**config.mk**
```make
export PLATFORM = sky130hd
export DESIGN_NAME = uicr_regs
export DESIGN_NICKNAME = d
export VERILOG_FILES = /design/src/rtl/uicr_decode.v /design/src/rtl/uicr_irq_bank.v /design/src/rtl/uicr_regs.v
export VERILOG_INCLUDE_DIRS = /design/src /design/src/pkg
export SDC_FILE = /design/constraint.sdc
export NUM_CORES = 1
export LEC_CHECK = 0
export ABC_AREA = 1
export ABC_CLOCK_PERIOD_IN_PS = 4050
export BUFFER_PORTS_ARGS = -buffer_cell sky130_fd_sc_hd__buf_4
export CORE_MARGIN = 2
export CORE_UTILIZATION = 30
export DETAILED_ROUTE_END_ITERATION = 8
export SLEW_MARGIN = 40
export SYNTH_ARGS = -nofsm -noshare
export SYNTH_HDL_FRONTEND = slang
export SYNTH_SLANG_ARGS = --single-unit
```
**constraint.sdc**
```tcl
create_clock -name mclk -period 4.05 [get_ports mclk]
set_clock_uncertainty 0.15 [all_clocks]
set_input_delay 0.2025 -clock mclk [delete_from_list [all_inputs] [get_ports mclk]]
set_output_delay 0.2025 -clock mclk [all_outputs]
set_load 0.01 [all_outputs]
```
**src/pkg/uicr_map.vh**
```
`ifndef UICR_MAP_VH
`define UICR_MAP_VH

// register offsets within one serial port window
`define UICR_OFS_MASK 12'h030
`define UICR_OFS_RAW 12'h03C
`define UICR_OFS_MIS 12'h040
`define UICR_OFS_CLR 12'h044
`define UICR_OFS_SET 12'h048
`define UICR_OFS_ID4 12'hFD0
`define UICR_OFS_ID5 12'hFD4
`define UICR_OFS_ID6 12'hFD8

// instance bases
`define UICR_BASE0 32'h4000C000
`define UICR_BASE1 32'h4000D000
`define UICR_BASE_MASK 32'hFFFFF000

// interrupt bit positions
`define UICR_BIT_RX 4
`define UICR_BIT_TX 5
`define UICR_BIT_RT 6
`define UICR_BIT_FE 7
`define UICR_IRQ_W 4
`define UICR_IRQ_LSB 4

// reset values
`define UICR_RST_MASK 4'h0
`define UICR_RST_RAW 4'h0

// identifier bytes, arbitrary neutral values
`define UICR_ID_31_0 32'h5A3C6E21
`define UICR_ID_BYTE4 8'h4B

`endif

```
**src/rtl/uicr_decode.v**
```verilog
`include "uicr_map.vh"

module uicr_decode (
	// address
	input wire [31:0] addr,
	// decode
	output reg hit,
	output reg inst,
	output reg [11:0] ofs
);

	// instance select
	always @* begin
		ofs = addr[11:0];
		hit = 1'b0;
		inst = 1'b0;
		if ((addr & `UICR_BASE_MASK) == `UICR_BASE0) begin
			hit = 1'b1;
		end else if ((addr & `UICR_BASE_MASK) == `UICR_BASE1) begin
			hit = 1'b1;
			inst = 1'b1;
		end
	end

endmodule // uicr_decode

```
**src/rtl/uicr_irq_bank.v**
```verilog
`include "uicr_map.vh"

module uicr_irq_bank (
	// clock and reset
	input wire mclk,
	input wire rst_n,
	// events and controls
	input wire [3:0] evt,
	input wire clrWr,
	input wire setWr,
	input wire maskWr,
	input wire [3:0] wdata,
	// state
	output reg [3:0] raw,
	output reg [3:0] mask
);

	reg [3:0] next_raw;

	// set wins over clear; zero bits leave state alone
	always @* begin
		next_raw = raw;
		if (clrWr) begin
			next_raw = raw & ~wdata;
		end
		if (setWr) begin
			next_raw = next_raw | wdata;
		end
		next_raw = next_raw | evt;
	end

	always @(posedge mclk) begin
		if (!rst_n) begin
			raw <= `UICR_RST_RAW;
			mask <= `UICR_RST_MASK;
		end else begin
			raw <= next_raw;
			if (maskWr) begin
				mask <= wdata;
			end
		end
	end

endmodule // uicr_irq_bank

```
**src/rtl/uicr_regs.v**
```verilog
// The plain strobed port was decided locally.
`include "uicr_map.vh"

module uicr_regs (
	// clock and reset
	input wire mclk,
	input wire rst_n,
	// register port
	input wire [31:0] addr,
	input wire [31:0] wdata,
	input wire wr,
	input wire rd,
	output reg [31:0] rdata,
	// interrupt events, bits fe rt tx rx, one per instance
	input wire [3:0] evt0,
	input wire [3:0] evt1,
	// masked status per instance
	output reg [3:0] mis0,
	output reg [3:0] mis1
);

	wire hit;
	wire inst;
	wire [11:0] ofs;
	wire [3:0] raw0;
	wire [3:0] raw1;
	wire [3:0] mask0;
	wire [3:0] mask1;
	wire [3:0] wfield;
	reg [31:0] next_rdata;
	reg [3:0] selRaw;
	reg [3:0] selMask;

	localparam [31:0] ID_WORD = `UICR_ID_31_0;

	assign wfield = wdata[`UICR_BIT_FE:`UICR_IRQ_LSB];

	// place a 4-bit field at bits 7:4
	function [31:0] field;
		input [3:0] f;
		begin
			field = {24'h000000, f, 4'h0};
		end
	endfunction

	function isWr;
		input w;
		input h;
		input i;
		input want;
		input [11:0] o;
		input [11:0] target;
		begin
			isWr = w & h & (i == want) & (o == target);
		end
	endfunction

	uicr_decode uDec (
		.addr(addr),
		.hit(hit),
		.inst(inst),
		.ofs(ofs)
	);

	uicr_irq_bank uBank0 (
		.mclk(mclk),
		.rst_n(rst_n),
		.evt(evt0),
		.clrWr(isWr(wr, hit, inst, 1'b0, ofs, `UICR_OFS_CLR)),
		.setWr(isWr(wr, hit, inst, 1'b0, ofs, `UICR_OFS_SET)),
		.maskWr(isWr(wr, hit, inst, 1'b0, ofs, `UICR_OFS_MASK)),
		.wdata(wfield),
		.raw(raw0),
		.mask(mask0)
	);

	uicr_irq_bank uBank1 (
		.mclk(mclk),
		.rst_n(rst_n),
		.evt(evt1),
		.clrWr(isWr(wr, hit, inst, 1'b1, ofs, `UICR_OFS_CLR)),
		.setWr(isWr(wr, hit, inst, 1'b1, ofs, `UICR_OFS_SET)),
		.maskWr(isWr(wr, hit, inst, 1'b1, ofs, `UICR_OFS_MASK)),
		.wdata(wfield),
		.raw(raw1),
		.mask(mask1)
	);

	// read mux
	always @* begin
		selRaw = inst ? raw1 : raw0;
		selMask = inst ? mask1 : mask0;
		next_rdata = 32'h00000000;
		if (rd && hit) begin
			case (ofs)
			`UICR_OFS_MASK: next_rdata = field(selMask);
			`UICR_OFS_RAW: next_rdata = field(selRaw);
			`UICR_OFS_MIS: next_rdata = field(selRaw & selMask);
			`UICR_OFS_CLR: next_rdata = 32'h00000000;
			`UICR_OFS_ID4: next_rdata = {24'h000000, `UICR_ID_BYTE4};
			`UICR_OFS_ID5: next_rdata = {24'h000000, ID_WORD[15:8]};
			`UICR_OFS_ID6: next_rdata = {24'h000000, ID_WORD[23:16]};
			default: next_rdata = 32'h00000000;
			endcase
		end
	end

	always @(posedge mclk) begin
		if (!rst_n) begin
			rdata <= 32'h00000000;
			mis0 <= 4'h0;
			mis1 <= 4'h0;
		end else begin
			rdata <= next_rdata;
			mis0 <= raw0 & mask0;
			mis1 <= raw1 & mask1;
		end
	end

endmodule // uicr_regs

```
Word-level counts from Yosys, hierarchy flattened
Index checks and enable logic that the tools add are counted.
{"block": "op_classes", "eq_ne": 10, "reduce_logical": 2, "n_mux": 10, "n_bitwise": 20}
{"cell": "$pmux W8 S6", "count": 1}
{"cell": "$eq A20 B19 Y1 const B", "count": 2}
{"cell": "$eq A12 B12 Y1 const B", "count": 3}
{"cell": "$eq A12 B7 Y1 const B", "count": 3}
{"cell": "$eq A12 B6 Y1 const B", "count": 2}
{"cell": "$mux W4", "count": 6}
{"cell": "$and A4 B4 Y4", "count": 5}
{"cell": "$or A4 B4 Y4", "count": 4}
{"cell": "$and A1 B1 Y1", "count": 9}
{"cell": "$not A4 Y4", "count": 1}
{"cell": "$mux W1", "count": 3}
{"cell": "$reduce_and A2 Y1", "count": 1}
{"cell": "$logic_and A1 B1 Y1", "count": 1}
{"cell": "$not A1 Y1", "count": 1}
{"block": "totals", "elab_cells": 49, "reg_bits": 56, "out_inout_bits": 40, "inputBits": 76}

Longest topological paths before layout
{"block": "depth", "depth_word": 10, "depth_mapped": 10, "mapped_depth_nobuf": 10}

By module
From an unflattened synthesis, not the netlist that was laid out.
{"block": "hier_totals", "hier_cells": 277, "area_unflattened_um2": 1910.6}
{"mod": "uicr_regs", "instances": 1, "seq_area_each_um2": 320.3, "area_per_inst_um2": 1162.4, "cells_each": 168}
{"mod": "uicr_irq_bank", "instances": 2, "seq_area_each_um2": 160.2, "area_per_inst_um2": 287.8, "cells_each": 38}
{"mod": "uicr_decode", "instances": 1, "seq_area_each_um2": 0.0, "area_per_inst_um2": 172.7, "cells_each": 33}

Least setup slack after synthesis
OpenSTA, ideal clock, no wires.
{"block": "synth_timing", "path_type": "in2reg", "startpoint": "input addr[27]", "endpoint": "register uBank1.raw[0]", "stages": 10, "setup_time_ns": 0.128, "path_buffers": 0, "t_required_ns": 3.772, "setup_slack_ns": 2.625, "arrival_time_ns": 1.147, "cell_sequence": "nor2_1 -> nand2_1 -> nor2_4 -> nand3_4 -> nor2_8 -> nand2_4 -> nand2_1 -> nand2_1 -> nor2_1 -> nor2_1"}
{"block": "synth_via", "elab_chain_len": 10, "elab_cells_between_ends": 13, "classes_between": "eq/ne (2); mux (5); bitwise (6)"}
{"item": "from (decl)", "line": "uicr_regs.v:9", "source": "input wire [31:0] addr,"}
{"item": "$eq A20 B19 Y1 (no source line)"}
{"item": "$mux W1", "line": "uicr_decode.v:19", "source": "end else if ((addr & `UICR_BASE_MASK) == `UICR_BASE1) begin"}
{"item": "$mux W1", "line": "uicr_decode.v:17", "source": "if ((addr & `UICR_BASE_MASK) == `UICR_BASE0) begin"}
{"item": "$and A1 B1 Y1", "line": "uicr_regs.v:54", "source": "isWr = w & h & (i == want) & (o == target);"}
{"item": "$and A1 B1 Y1 (*)", "line": "uicr_regs.v:54"}
{"item": "$and A1 B1 Y1", "line": "uicr_regs.v:54"}
{"item": "$mux W4", "line": "uicr_irq_bank.v:23", "source": "if (clrWr) begin"}
{"item": "$or A4 B4 Y4", "line": "uicr_irq_bank.v:27", "source": "next_raw = next_raw | wdata;"}
{"item": "$mux W4 (*)", "line": "uicr_irq_bank.v:26", "source": "if (setWr) begin"}
{"item": "$or A4 B4 Y4 (*)", "line": "uicr_irq_bank.v:29", "source": "next_raw = next_raw | evt;"}
{"item": "to (signal assigned)", "line": "uicr_irq_bank.v:34", "source": "raw <= `UICR_RST_RAW;"}
{"item": "to (signal assigned)", "line": "uicr_irq_bank.v:37", "source": "raw <= next_raw;"}
{"item": "to (decl)", "line": "uicr_irq_bank.v:14", "source": "output reg [3:0] raw,"}
Every way passes the cells marked *; elsewhere a longest branch is shown, timed or not.
A chain may end at the register's enable or synchronous reset.

Worst setup path after layout
{"block": "layout_timing", "startpoint": "input addr[2]", "endpoint": "register uBank0.raw[0]"}
{"block": "layout_via", "elab_chain_len": 6, "elab_cells_between_ends": 8, "classes_between": "eq/ne (2); mux (2); bitwise (4)"}
{"item": "$eq A12 B7 Y1", "line": "uicr_regs.v:54"}
{"item": "$and A1 B1 Y1", "line": "uicr_regs.v:54"}
{"item": "$mux W4", "line": "uicr_irq_bank.v:23"}
{"item": "$or A4 B4 Y4", "line": "uicr_irq_bank.v:27"}
{"item": "$mux W4 (*)", "line": "uicr_irq_bank.v:26"}
{"item": "$or A4 B4 Y4 (*)", "line": "uicr_irq_bank.v:29"}
{"item": "to (signal assigned)", "line": "uicr_irq_bank.v:34"}
{"item": "to (signal assigned)", "line": "uicr_irq_bank.v:37"}
{"item": "to (decl)", "line": "uicr_irq_bank.v:14"}
Marks and branches as above.

==> impl_metrics.csv <==
group,metric,value,unit
run_status,status,"finished, final reports clean",
grt,grt_remaining_overflow,0,
sta,relSlewSlack,57.7,%
sta,rsz0062_at_grt,"false",
grt,grt_pass1_wl,8000,µm
layout,nets,442,
sta,setup_violations,0,
layout,multi_input_area,1080,µm²
hold_path,hp-start,"evt1[0]",
power_and_ir_drop,p_seq_share,44.8,%
synth,synth_ff_type,"dfxtp_1",
synth,syn_inst,298,
worst_setup_path,path_cells,"dlygate4sd3_1 > buf_4 > inv_1 > nand3_1 > nor2_2 > nand4_1 > nand2_1 > inv_1 > a21oi_1",
power_and_ir_drop,leakage,0.00130,µW
cts,clock_latency,290,ps
worst_setup_path,worst_path_most_repeated_cell,"inv_1",
floorplan,die_height,85.4,µm
floorplan,pin_count,116,
cts,cts_setup_buffers,0,
layout,mostFrequentLayoutCell,"buf_4",
synth,synth_seq_cells,32,
sta,fmax,558,MHz
layout,areaGrowthSynthToFinish,29.5,%
detailed_routing,detail-route-antenna-nets,0,
detailed_routing,drc,0,
worst_setup_path,r2r_start,"uBank1.raw[2]",
place,dp_hpwl,3780,µm
sta,fin_tns_setup,0,ps
cts,cts-root-buf,"clkbuf_8",
synth,yosysTopAreaCell,"dfxtp_1",
detailed_routing,drtPass1Iterations,4,
synth,yosysTopAreaCellShare,32.3,%
sta,fin_hold_ws,43.8,ps
layout,layout_common_cells,"63 x buf_4, 61 x nand2_1, 45 x nor2_1",
power_and_ir_drop,switching_share,24.6,%
layout,drive_gt1_share,25.1,%
power_and_ir_drop,power_switching,178,µW
hold_path,min_path_cells,5,
layout,stdcell_area,2570,µm²
power_and_ir_drop,internal_power,545,µW
cts,htreeDepth,2,
place,gp_congestion,0.813,
floorplan,core,6390,µm²
power_and_ir_drop,powerDensity,281,nW/µm²
worst_setup_path,setup.worst_path.end_class,"register",
detailed_routing,drt_wl_total,4880,µm
place,portBuffers,63,
layout,final_util,40.3,%
worst_setup_path,crit_slowest_cell,"dlygate4sd3_1",
sta,finalCritPeriodShare,44.3,%
cts,clock_sinks,32,
synth,seq_area_frac_synth,32.3,%
grt,first_global_vias,1796,
grt,grt_max_degree,17,
grt,antenna_found_initial,0,
worst_setup_path,critPathKind,"in2reg",
detailed_routing,viasPerCell,4.38,
synth,synth_area,1990,µm²
power_and_ir_drop,p_clk_share,42.3,%
worst_setup_path,startpoint_type,"input port",
cts,path_clk_slew,70,ps
detailed_routing,vias,1945,
worst_setup_path,reg2reg_depth,6,
layout,n_antenna_cell,0,
synth,postSynthAreaPerCell,6.66,µm²
cts,cts_buffers,5,
place,placed_cells,435,
synth,synthArstFlopShare,0,%
worst_setup_path,critPathLaunch,"addr[2]",
floorplan,initial_utilization,31.1,%
power_and_ir_drop,pwr-share-comb,13.0,%
layout,regArea,641,µm²
floorplan,die_w,85.4,µm
sta,min_period,1790,ps
layout,finalNonFillerCells,444,
sta,hold_viol,0,
sta,worstMarginPinSlew,632,ps
detailed_routing,drt_iter0_drc,89,
worst_setup_path,path_max_fanout,8,
place,dpl_cell_area,2450,µm²
run,drv_cap,0,
hold_path,min_path_type,"in2reg",
power_and_ir_drop,ir_drop,0.000132,V
cts,cts_resized,0,
synth,ys_types,24,
grt,grtUsageTotal,14.0,%
floorplan,die_area,7290,µm²
worst_setup_path,cpPeakStageDelay,540,ps
detailed_routing,wl_per_cell,11.0,µm
synth,synth_edf_count,0,
sta,drv_slew,0,
synth,yosys_warnings,0,
cts,cts_tree,"built",
floorplan,fp-row-count,29,
synth,synthTopCellsByArea,"dfxtp_1 32%, nand2_1 12%, buf_4 9.1%, nor2_1 8.5%, inv_1 7.9%",
worst_setup_path,crit_required,4120,ps
cts,cts_hold_buf,1,
layout,fillers,701,
worst_setup_path,worst_ep_arrival_time,1870,ps
cts,cts_buffer_depth,2,
## sequential cells by signal, summed over array words and instances (netlist names)
signal and flops:
uBank1.raw 4, rdata 8, mis1 4, uBank0.raw 4
mis0 4, uBank0.mask 4, uBank1.mask 4
## Yosys cell counts (2+ instances only)
cell type,number
nand2_1,61
a21oi_1,13
nor2_1,45
nand3_1,20
nor2_8,2
clkbuf_1,2
nor3_1,9
nor2_2,4
dfxtp_1,32
nand4_1,14
o21ai_0,7
nor2_4,5
nand2_4,2
nand3_4,2
buf_4,24
o21ai_1,4
inv_1,42
nand2_2,4
## worst max-delay path, delay by kind of cell
kind            cells  cell delay [ps]
simple gates        4              760
compound gates      1              100
buf+inv             4              810
## power groups by stage
stage               combinational (µW)  clock [µW]  sequential [µW]
global placement                  91.7           0              331
global route                       105         330              324
CTS                               93.8         315              323
finish                            93.6         305              324
floorplan                         61.9           0              330
detailed placement                92.6           0              331
## area by class of cell
type,count,share of cell area (%)
Multi-Input combinational cell,219,41.9
Sequential cell,32,24.9
Timing Repair Buffer,64,18.8
Inverter,44,6.42
Tap cell,77,3.75
Clock buffer,6,2.82
Clock inverter,2,1.36
## final timing paths
kind,endpoint,slack (ps)
setup / recovery,uBank0.raw[0],2260
hold / removal,uBank1.raw[0],40
setup reg to reg,rdata[6],2860
hold reg to reg,mis0[1],300
## through the flow
step | total power (µW) | worst slack, ps
detailed placement | 423 | 2280
floorplan | 392 | 2630
global placement | 422 | 2300
CTS | 733 | 2270
global route | 760 | 2110
finish | 723 | 2260
## logic make-up after synthesis
family	share of synthesized area, %
simple gates	42.9
buf+inv	17.8
flops	32.3
compound gates	6.87
other cells	0.189
## routing by layer
| layer | global-route usage [%] | wire [µm] | part of all wire, % | up-vias |
|---|---|---|---|---|
| met5 | 0 | 0 | 0 | - |
| met4 | 5.92 | 77 | 1.6 | 0 |
| met3 | 4.47 | 479 | 9.8 | 6 |
| met2 | 21.8 | 2160 | 44 | 65 |
| met1 | 17.9 | 2160 | 44 | 843 |
| li1 | - | - | - | 1031 |
Note: power is estimated with default switching activity, not from simulation.
